[config.mk]
export PLATFORM = sky130hd
export DESIGN_NAME = rtcsq_core
export DESIGN_NICKNAME = d
export VERILOG_FILES = /design/src/rtl/rtcsq_pkg.sv /design/src/rtl/rtcsq_core.sv
export VERILOG_INCLUDE_DIRS = /design/src /design/src/rtl
export SDC_FILE = /design/constraint.sdc
export NUM_CORES = 1
export LEC_CHECK = 0
export BUFFER_PORTS_ARGS = -buffer_cell sky130_fd_sc_hd__buf_2
export CAP_MARGIN = 40
export CORE_UTILIZATION = 52
export CTS_CLUSTER_SIZE = 28
export DETAILED_ROUTE_END_ITERATION = 12
export PLACE_DENSITY = 0.69
export SLEW_MARGIN = 20
export SYNTH_ARGS = -nofsm -noshare
export SYNTH_HDL_FRONTEND = slang
export SYNTH_SLANG_ARGS = --single-unit
[constraint.sdc]
create_clock -name clk -period 5.7 [get_ports clk]
set_input_delay 0.285 -clock clk [delete_from_list [all_inputs] [get_ports clk]]
set_output_delay 0.285 -clock clk [all_outputs]
set_load 0.01 [all_outputs]
[src/rtl/rtcsq_cfg.svh]
// register offsets, field positions, masks and reset values of the clock core
// assumes inclusion by the core module, the checker and the bench only
// Functional notes
// - disabled wave pin follows idle-level bit
// - enable bit starts square wave output
// - at 1 Hz, counters update on falling edge
// - rate field picks 1/4096/8192/32768 Hz
// - seconds 00..59, wrap bumps minutes
// - minutes 00..59, wrap bumps hours
// - hour day-change carries date and weekday
// - hour-format bit: 0 is 24h, 1 12h
// - 12h hours: format, pm flag, 01..12
// - weekday counts 01..07 then 01
// - date wraps by month length, leap aware
// - month 1..12, wrap bumps year
// - year 00..99, multiples of four leap
// - all counters kept in packed BCD
// - fixed-zero bits always read zero
// - oscillator stop keeps counter chain intact
`ifndef RTCSQ_CFG_SVH
`define RTCSQ_CFG_SVH

// register offsets
`define RTCSQ_OFS_SECONDS   3'h0
`define RTCSQ_OFS_MINUTES   3'h1
`define RTCSQ_OFS_HOURS     3'h2
`define RTCSQ_OFS_WEEKDAY   3'h3
`define RTCSQ_OFS_DATE      3'h4
`define RTCSQ_OFS_MONTH     3'h5
`define RTCSQ_OFS_YEAR      3'h6
`define RTCSQ_OFS_CONTROL   3'h7

// writable bit masks; zero bits are fixed zero
`define RTCSQ_MASK_SECONDS  8'hFF
`define RTCSQ_MASK_MINUTES  8'h7F
`define RTCSQ_MASK_HOURS    8'h7F
`define RTCSQ_MASK_WEEKDAY  8'h07
`define RTCSQ_MASK_DATE     8'h3F
`define RTCSQ_MASK_MONTH    8'h1F
`define RTCSQ_MASK_YEAR     8'hFF
`define RTCSQ_MASK_CONTROL  8'h93

// field positions
`define RTCSQ_BIT_OSC_DIS   7
`define RTCSQ_BIT_FMT12     6
`define RTCSQ_BIT_PM        5
`define RTCSQ_BIT_IDLE_LVL  7
`define RTCSQ_BIT_WAVE_EN   4

// reset values (counter contents are undefined, zero chosen, 01 for weekday, date and month)
`define RTCSQ_RST_CONTROL   8'h03
`define RTCSQ_RST_COUNT     8'h00
`define RTCSQ_RST_WEEKDAY   8'h01
`define RTCSQ_RST_DATE      8'h01
`define RTCSQ_RST_MONTH     8'h01

// oscillator prescaler: 32768 edges make one second
`define RTCSQ_PRESCALE_W    15
`define RTCSQ_PRESCALE_MAX  15'h7FFF

`endif

[src/rtl/rtcsq_pkg.sv]
// types shared by the clock core
// assumes rtcsq_cfg.svh holds all numeric constants
package rtcsq_pkg;

  // square-wave rate select encoding
  typedef enum logic [1:0] {
    RTCSQ_RATE_1HZ    = 2'b00,
    RTCSQ_RATE_4096HZ = 2'b01,
    RTCSQ_RATE_8192HZ = 2'b10,
    RTCSQ_RATE_32KHZ  = 2'b11
  } rtcsq_rate_e;

  typedef logic [7:0] rtcsq_byte_t;

endpackage : rtcsq_pkg

[src/rtl/rtcsq_core.sv]
// timekeeping core: bcd calendar counters, prescaler and square-wave output
// assumes a byte register port fed by the serial interface on clk and a raw
// 32.768 kHz oscillator level on osc_pin from outside the clk domain
`timescale 1ns/1ps
`include "rtcsq_cfg.svh"

module rtcsq_core (
  input  wire logic       clk,
  input  wire logic       nrst,
  input  wire logic       osc_pin,
  input  wire logic [2:0] reg_addr,
  input  wire logic [7:0] reg_wdata,
  input  wire logic       reg_we,
  input  wire logic       reg_re,
  output logic      [7:0] reg_rdata,
  output logic            wave_output_pin,
  output logic            second_tick
);

  // bcd increment of a two-digit value
  function automatic logic [7:0] bcd_inc(input logic [7:0] v);
    logic [7:0] r;
    r = v;
    if (v[3:0] == 4'h9) begin
      r[3:0] = 4'h0;
      r[7:4] = v[7:4] + 4'h1;
    end else begin
      r[3:0] = v[3:0] + 4'h1;
    end
    return r;
  endfunction : bcd_inc

  // registers
  logic [7:0] seconds_count;
  logic [7:0] minutes_count;
  logic [7:0] hours_count;
  logic [7:0] weekday_count;
  logic [7:0] date_count;
  logic [7:0] month_count;
  logic [7:0] year_count;
  logic [7:0] wave_output_control;

  logic [7:0] next_seconds;
  logic [7:0] next_minutes;
  logic [7:0] next_hours;
  logic [7:0] next_weekday;
  logic [7:0] next_date;
  logic [7:0] next_month;
  logic [7:0] next_year;
  logic [7:0] next_rdata;

  // oscillator pin synchroniser, third stage only for edge detection
  logic osc_meta;
  logic osc_sync;
  logic osc_prev;

  always_ff @(posedge clk or negedge nrst) begin
    if (!nrst) begin
      osc_meta <= 1'b0;
      osc_sync <= 1'b0;
      osc_prev <= 1'b0;
    end else begin
      osc_meta <= osc_pin;
      osc_sync <= osc_meta;
      osc_prev <= osc_sync;
    end
  end

  // oscillator gating: disabled oscillator just stops edges, chain holds state
  wire osc_disabled = seconds_count[`RTCSQ_BIT_OSC_DIS];
  wire osc_rise     = osc_sync & ~osc_prev & ~osc_disabled;

  // prescaler divides oscillator edges by 32768
  logic [`RTCSQ_PRESCALE_W-1:0] prescale;
  wire prescale_wrap = osc_rise && (prescale == `RTCSQ_PRESCALE_MAX);

  always_ff @(posedge clk or negedge nrst) begin
    if (!nrst) begin
      prescale <= '0;
    end else if (osc_rise) begin
      prescale <= prescale + 15'h0001;
    end
  end

  // msb of prescaler falls exactly when it wraps, so the tick sits on the
  // falling edge of the 1 Hz wave
  wire tick = prescale_wrap;

  // control fields
  wire                 wave_en   = wave_output_control[`RTCSQ_BIT_WAVE_EN];
  wire                 idle_lvl  = wave_output_control[`RTCSQ_BIT_IDLE_LVL];
  rtcsq_pkg::rtcsq_rate_e rate;
  assign rate = rtcsq_pkg::rtcsq_rate_e'(wave_output_control[1:0]);

  // selected square-wave source
  // the 32.768k choice follows the synced level, so it keeps running while halted
  logic wave_src;
  always_comb begin
    case (rate)
      rtcsq_pkg::RTCSQ_RATE_1HZ:    wave_src = prescale[14];
      rtcsq_pkg::RTCSQ_RATE_4096HZ: wave_src = prescale[2];
      rtcsq_pkg::RTCSQ_RATE_8192HZ: wave_src = prescale[1];
      rtcsq_pkg::RTCSQ_RATE_32KHZ:  wave_src = osc_sync;
      default:                      wave_src = 1'b0;
    endcase
  end

  // pin driver: static level when wave disabled
  wire next_wave = wave_en ? wave_src : idle_lvl;

  always_ff @(posedge clk or negedge nrst) begin
    if (!nrst) begin
      wave_output_pin <= 1'b0;
      second_tick     <= 1'b0;
    end else begin
      wave_output_pin <= next_wave;
      second_tick     <= tick;
    end
  end

  // carry chain decode; all values packed bcd
  wire sec_wrap = tick && (seconds_count[6:0] == 7'h59);
  wire min_wrap = sec_wrap && (minutes_count[6:0] == 7'h59);
  wire fmt12    = hours_count[`RTCSQ_BIT_FMT12];
  wire pm       = hours_count[`RTCSQ_BIT_PM];
  wire [4:0] hr12 = hours_count[4:0];
  wire [5:0] hr24 = hours_count[5:0];
  wire day_wrap = min_wrap && (fmt12 ? (pm && hr12 == 5'h11)
                                     : (hr24 == 6'h23));

  // incremented digits as named wires; a call result cannot be part-selected
  wire [7:0] sec_inc  = bcd_inc({1'b0, seconds_count[6:0]});
  wire [7:0] hr12_inc = bcd_inc({3'b000, hr12});
  wire [7:0] hr24_inc = bcd_inc({2'b00, hr24});

  // leap year: bcd value divisible by four
  // two digits only, so no century exception is needed
  wire tens_odd = year_count[4];
  wire [3:0] yu = year_count[3:0];
  wire leap = tens_odd ? (yu == 4'h2 || yu == 4'h6)
                       : (yu == 4'h0 || yu == 4'h4 || yu == 4'h8);

  // month length
  wire [4:0] mon = month_count[4:0];
  wire short_mon = (mon == 5'h04) || (mon == 5'h06) || (mon == 5'h09) || (mon == 5'h11);
  wire [5:0] last_date = (mon == 5'h02) ? (leap ? 6'h29 : 6'h28)
                                        : (short_mon ? 6'h30 : 6'h31);
  wire date_wrap = day_wrap && (date_count[5:0] == last_date);
  wire mon_wrap  = date_wrap && (mon == 5'h12);

  // register write decode
  // a write on a carry edge wins for its own register, the carry still ripples on
  wire wr_sec  = reg_we && (reg_addr == `RTCSQ_OFS_SECONDS);
  wire wr_min  = reg_we && (reg_addr == `RTCSQ_OFS_MINUTES);
  wire wr_hour = reg_we && (reg_addr == `RTCSQ_OFS_HOURS);
  wire wr_wday = reg_we && (reg_addr == `RTCSQ_OFS_WEEKDAY);
  wire wr_date = reg_we && (reg_addr == `RTCSQ_OFS_DATE);
  wire wr_mon  = reg_we && (reg_addr == `RTCSQ_OFS_MONTH);
  wire wr_year = reg_we && (reg_addr == `RTCSQ_OFS_YEAR);
  wire wr_ctrl = reg_we && (reg_addr == `RTCSQ_OFS_CONTROL);

  // seconds: host write beats the tick in the same cycle
  always_comb begin
    next_seconds = seconds_count;
    if (wr_sec) begin
      next_seconds = reg_wdata & `RTCSQ_MASK_SECONDS;
    end else if (sec_wrap) begin
      next_seconds = {seconds_count[7], 7'h00};
    end else if (tick) begin
      next_seconds = {seconds_count[7], sec_inc[6:0]};
    end
  end

  // minutes
  always_comb begin
    next_minutes = minutes_count;
    if (wr_min) begin
      next_minutes = reg_wdata & `RTCSQ_MASK_MINUTES;
    end else if (min_wrap) begin
      next_minutes = 8'h00;
    end else if (sec_wrap) begin
      next_minutes = bcd_inc(minutes_count);
    end
  end

  // hours in either format; format bit kept across counting
  always_comb begin
    next_hours = hours_count;
    if (wr_hour) begin
      next_hours = reg_wdata & `RTCSQ_MASK_HOURS;
    end else if (min_wrap) begin
      if (fmt12) begin
        if (hr12 == 5'h12) begin
          next_hours = {2'b01, pm, 5'h01};
        end else if (hr12 == 5'h11) begin
          next_hours = {2'b01, ~pm, 5'h12};
        end else begin
          next_hours = {2'b01, pm, hr12_inc[4:0]};
        end
      end else if (day_wrap) begin
        next_hours = 8'h00;
      end else begin
        next_hours = {2'b00, hr24_inc[5:0]};
      end
    end
  end

  // weekday 1..7
  always_comb begin
    next_weekday = weekday_count;
    if (wr_wday) begin
      next_weekday = reg_wdata & `RTCSQ_MASK_WEEKDAY;
    end else if (day_wrap) begin
      next_weekday = (weekday_count[2:0] == 3'h7) ? 8'h01
                                                  : {5'h00, weekday_count[2:0] + 3'h1};
    end
  end

  // date
  always_comb begin
    next_date = date_count;
    if (wr_date) begin
      next_date = reg_wdata & `RTCSQ_MASK_DATE;
    end else if (date_wrap) begin
      next_date = 8'h01;
    end else if (day_wrap) begin
      next_date = bcd_inc(date_count);
    end
  end

  // month
  always_comb begin
    next_month = month_count;
    if (wr_mon) begin
      next_month = reg_wdata & `RTCSQ_MASK_MONTH;
    end else if (mon_wrap) begin
      next_month = 8'h01;
    end else if (date_wrap) begin
      next_month = bcd_inc(month_count);
    end
  end

  // year 00..99
  always_comb begin
    next_year = year_count;
    if (wr_year) begin
      next_year = reg_wdata & `RTCSQ_MASK_YEAR;
    end else if (mon_wrap) begin
      next_year = (year_count == 8'h99) ? 8'h00 : bcd_inc(year_count);
    end
  end

  // counter and control flip-flops
  always_ff @(posedge clk or negedge nrst) begin
    if (!nrst) begin
      seconds_count       <= `RTCSQ_RST_COUNT;
      minutes_count       <= `RTCSQ_RST_COUNT;
      hours_count         <= `RTCSQ_RST_COUNT;
      weekday_count       <= `RTCSQ_RST_WEEKDAY;
      date_count          <= `RTCSQ_RST_DATE;
      month_count         <= `RTCSQ_RST_MONTH;
      year_count          <= `RTCSQ_RST_COUNT;
      wave_output_control <= `RTCSQ_RST_CONTROL;
    end else begin
      seconds_count       <= next_seconds;
      minutes_count       <= next_minutes;
      hours_count         <= next_hours;
      weekday_count       <= next_weekday;
      date_count          <= next_date;
      month_count         <= next_month;
      year_count          <= next_year;
      if (wr_ctrl) begin
        wave_output_control <= reg_wdata & `RTCSQ_MASK_CONTROL;
      end
    end
  end

  // read mux; stored values already hold zeros in fixed bits
  // all eight offsets decode, the default only guards unknown addresses
  always_comb begin
    case (reg_addr)
      `RTCSQ_OFS_SECONDS: next_rdata = seconds_count;
      `RTCSQ_OFS_MINUTES: next_rdata = minutes_count;
      `RTCSQ_OFS_HOURS:   next_rdata = hours_count;
      `RTCSQ_OFS_WEEKDAY: next_rdata = weekday_count;
      `RTCSQ_OFS_DATE:    next_rdata = date_count;
      `RTCSQ_OFS_MONTH:   next_rdata = month_count;
      `RTCSQ_OFS_YEAR:    next_rdata = year_count;
      `RTCSQ_OFS_CONTROL: next_rdata = wave_output_control;
      default:            next_rdata = 8'h00;
    endcase
  end

  // read data held until the next read strobe
  always_ff @(posedge clk or negedge nrst) begin
    if (!nrst) begin
      reg_rdata <= 8'h00;
    end else if (reg_re) begin
      reg_rdata <= next_rdata;
    end
  end

endmodule : rtcsq_core

==> impl_metrics.py <==
metrics = {
    "place": {
        "dp_hpwl_um": 10400,
        "post-place-ws_ps": 2660,
        "dpl-instance-area_um2": 5500,
        "port_buffers": 25,
        "gp_congestion": 0.958,
    },
    "drt": {
        "drt-wirelength-per-cell_um": 19.4,
        "vias_per_cell": 6.24,
        "wl_um": 14100,
        "vias": 4532,
        "drc": 0,
        "ant_nets": 0,
        "drt-pass1-iter-count": 5,
        "first_iter_violations": 345,
    },
    "pwr": {
        "p_leak_nw": 2.41,
        "p_switching_w": 0.000607,
        "seq_power_share_pct": 51.0,
        "power.internal_w": 0.00107,
        "power_frac_clock_pct": 24.3,
        "vdd_ir_drop_max_uv": 135,
        "power_switching_share_pct": 36.2,
        "p_per_area_nw_per_um2": 294,
        "comb_power_share_pct": 24.7,
    },
    "setup_path": {
        "worst_ep_arrival_time_ps": 3400,
        "slowest_delay_ps": 710,
        "cp.required_ps": 6000,
        "timing.rr.start": "hours_count[4]",
        "path_depth": 8,
        "endpoint_kind": "flip-flop",
        "rr_worst_depth": 8,
        "crit_family": "simple AND/OR/NAND/NOR gates",
        "crit_buf_inv": 1,
        "crit_slowest_cell": "or4_1",
        "cpMostUsedCell": "or4_1",
        "r2r-end": "year_count[7]",
        "r2r_slack_ps": 2610,
        "crit_chain": "inv_1, ha_1, nand2_1, nor4_2, o2111ai_2, or4_1, or4_1, nand3_1",
        "path_max_fanout": 8,
        "crit_type": "reg2reg",
        "start_kind": "flip-flop",
    },
    "layout": {
        "antenna_cells": 0,
        "final_layout_size_suffix_gt1_share_pct": 13.0,
        "synthToLayoutAreaGrowth_pct": 8.00,
        "finalInstanceArea_um2": 5710,
        "final_nets": 622,
    },
    "clock_network": {
        "postCtsHoldBufs": 1,
        "clk_pin_slew_worst_paths_ps": 90,
        "numCtsBuffers": 9,
        "htreeDepth": 3,
        "ctsLongestPathBuffers": 2,
        "root_buffer": "clkbuf_8",
        "post_cts_buffers": 0,
        "ctsResizeCount": 0,
        "insertion_delay_ps": 370,
        "cts_tree": "yes",
        "cts.sinks": 82,
    },
    "outcome": {
        "outcome": "completed",
    },
    "min_path": {
        "hold_end": "hours_count[6]",
        "min_path_cells": 3,
        "hp-class": "in2reg",
        "min_from": "reg_wdata[6]",
    },
    "floorplan": {
        "initial_core_util_pct": 53.8,
        "rows": 36,
        "io_pins": 26,
        "die-area_um2": 10600,
        "core_area_um2": 9820,
        "die_w_um": 103,
        "fp.dieH_um": 103,
    },
    "timing": {
        "fin_crit_sh_pct": 54.3,
        "fmax_mhz": 323,
        "min_period_ps": 3090,
        "final-hold-violation-count": 0,
        "worst_slew_pin_slew_ps": 771,
        "finalMaxSlewViolations": 0,
        "hold_slack_ps": 178,
        "rsz0062_at_grt": "no",
        "fin_ws_ps": 2610,
        "max_slew_margin_pct": 48.2,
        "setup-violations-final": 0,
        "fin_setup_tns_ps": 0,
        "fin_skew_ps": 13.6,
    },
    "yosys": {
        "synthArstFlopShare_pct": 100,
        "synth_edf_count": 0,
        "syn-cell-area_um2": 5280,
        "synth_nets": 609,
        "ys.flop_type": "dfrtp_1",
        "syn_inst": 575,
        "ys_types": 73,
        "synth-seq-cells": 82,
        "ys_warn_count": 0,
        "syn_avg_cell_area_um2": 9.19,
        "seq_area_frac_synth_pct": 39.0,
    },
    "global_routing": {
        "grt_max_degree": 56,
        "grt-ovfl-total": 0,
        "antenna_found_initial": 0,
        "first_global_vias": 4170,
        "grt_pass1_wl_um": 22300,
        "grt_usage_pct": 28.7,
    },
    "job": {
        "max_cap_viol_count": 0,
    },
}
how the worst max path moves through the flow:
stage / from / to / slack [ps]
after floorplan: hours_count[4] / year_count[6] / 3090
after global placement: seconds_count[1] / year_count[6] / 2740
after detailed placement: hours_count[1] / year_count[6] / 2660
after CTS: hours_count[1] / year_count[6] / 2630
after global routing: hours_count[1] / year_count[7] / 2450
final: hours_count[4] / year_count[7] / 2610
cells in the mapped netlist (4+ instances only):
cell type | number | share of area [%]
a211oi_1 | 6 | 0.85
a21oi_1 | 31 | 2.9
a22oi_1 | 5 | 0.71
a31oi_1 | 11 | 1.3
and3_1 | 9 | 1.1
and3b_1 | 4 | 0.66
buf_1 | 4 | 0.28
buf_2 | 6 | 0.57
clkbuf_1 | 16 | 1.1
dfrtp_1 | 77 | 36
dfstp_2 | 5 | 2.5
ha_1 | 18 | 4.3
inv_1 | 23 | 1.6
mux2_2 | 9 | 1.9
mux2i_1 | 20 | 3.8
mux4_2 | 8 | 3.4
nand2_1 | 46 | 3.3
nand2b_1 | 10 | 1.2
nand3_1 | 31 | 2.9
nand3b_1 | 6 | 0.85
nand4_1 | 11 | 1.3
nor2_1 | 56 | 4.0
nor2b_1 | 7 | 0.83
nor3_1 | 10 | 0.95
nor3b_1 | 4 | 0.57
nor4_1 | 7 | 0.83
o211ai_1 | 10 | 1.4
o21ai_0 | 33 | 3.1
o21ai_1 | 4 | 0.38
or3_1 | 5 | 0.59
or4_1 | 5 | 0.71
xnor2_1 | 14 | 2.3
xor2_1 | 6 | 0.99
state kept, by name, summed over array words and instances, names as in the netlist:
signal and flops:
hours_count 7, date_count 8, second_tick 1, weekday_count 3, wave_output_control 4, seconds_count 8
wave_output_pin 1, month_count 8, osc_meta 1, osc_prev 1, osc_sync 1, minutes_count 8
year_count 8, prescale 15, reg_rdata 8
cell usage in the layout (no fill, tap or decap), types with 14 or more instances in the layout:
cell	count
dfrtp_1	77
nor2_1	56
nand2_1	46
o21ai_0	33
nand3_1	31
a21oi_1	31
buf_2	24
inv_1	23
mux2i_1	20
ha_1	18
xnor2_1	14
power groups by stage:
| stage | logic [W] | registers (W) | clock network (W) |
|---|---|---|---|
| finish | 0.000414 | 0.000855 | 0.000407 |
| global route | 0.000472 | 0.000872 | 0.000444 |
| CTS | 0.000415 | 0.000851 | 0.000418 |
| detailed placement | 0.000412 | 0.000861 | 0 |
| global placement | 0.000396 | 0.000857 | 0 |
| floorplan | 0.000331 | 0.000789 | 0 |
worst register-to-register path, delay by kind of cell (launching register included):
family	cells	cell delay, ps
buffers and inverters	1	70
DFF	1	430
adders and majority gates	1	140
and+or+nand+nor	5	2010
AOI/OAI and AO/OA	1	380
area by class of cell:
class	count	area, um2
Inverter	23	86.3
Clock inverter	6	47.5
Fill cell	891	4110
Multi-Input combinational cell	443	3030
Sequential cell	82	2060
Tap cell	133	166
Timing Repair Buffer	29	183
Clock buffer	10	138
stage by stage:
| stage | std cells | total power (W) | util (%) |
|---|---|---|---|
| 6_report | 726 | 0.00168 | 58.1 |
| 5_1_grt | 726 | 0.00179 | 58.1 |
| 4_1_cts | 725 | 0.00168 | 58.0 |
| 3_5_place_dp | 708 | 0.00127 | 56.0 |
| 3_3_place_gp | 706 | 0.00125 | 55.7 |
| 2_1_floorplan | 575 | 0.00112 | - |
routing by layer:
layer	part of all wire [%]	track usage (%)	up-vias
li1	-	-	2143
met1	43	40.1	2163
met2	45	42.1	181
met3	7.6	5.69	45
met4	4.0	15.0	0
met5	0	0	-
kinds of logic (layout without fill, tap and decap cells):
family | Yosys count | after routing | synth area share (%)
XOR/XNOR | 20 | 20 | 3.32
AO/OA/AOI/OAI | 131 | 131 | 15.8
buffers and inverters | 50 | 68 | 3.84
adder cells (fa/ha/maj) | 18 | 18 | 4.26
AND/OR/NAND/NOR | 235 | 235 | 24.3
flip-flops | 82 | 82 | 39.0
multiplexers | 39 | 39 | 9.54
No activity file was read; power rests on OpenSTA's default activity.
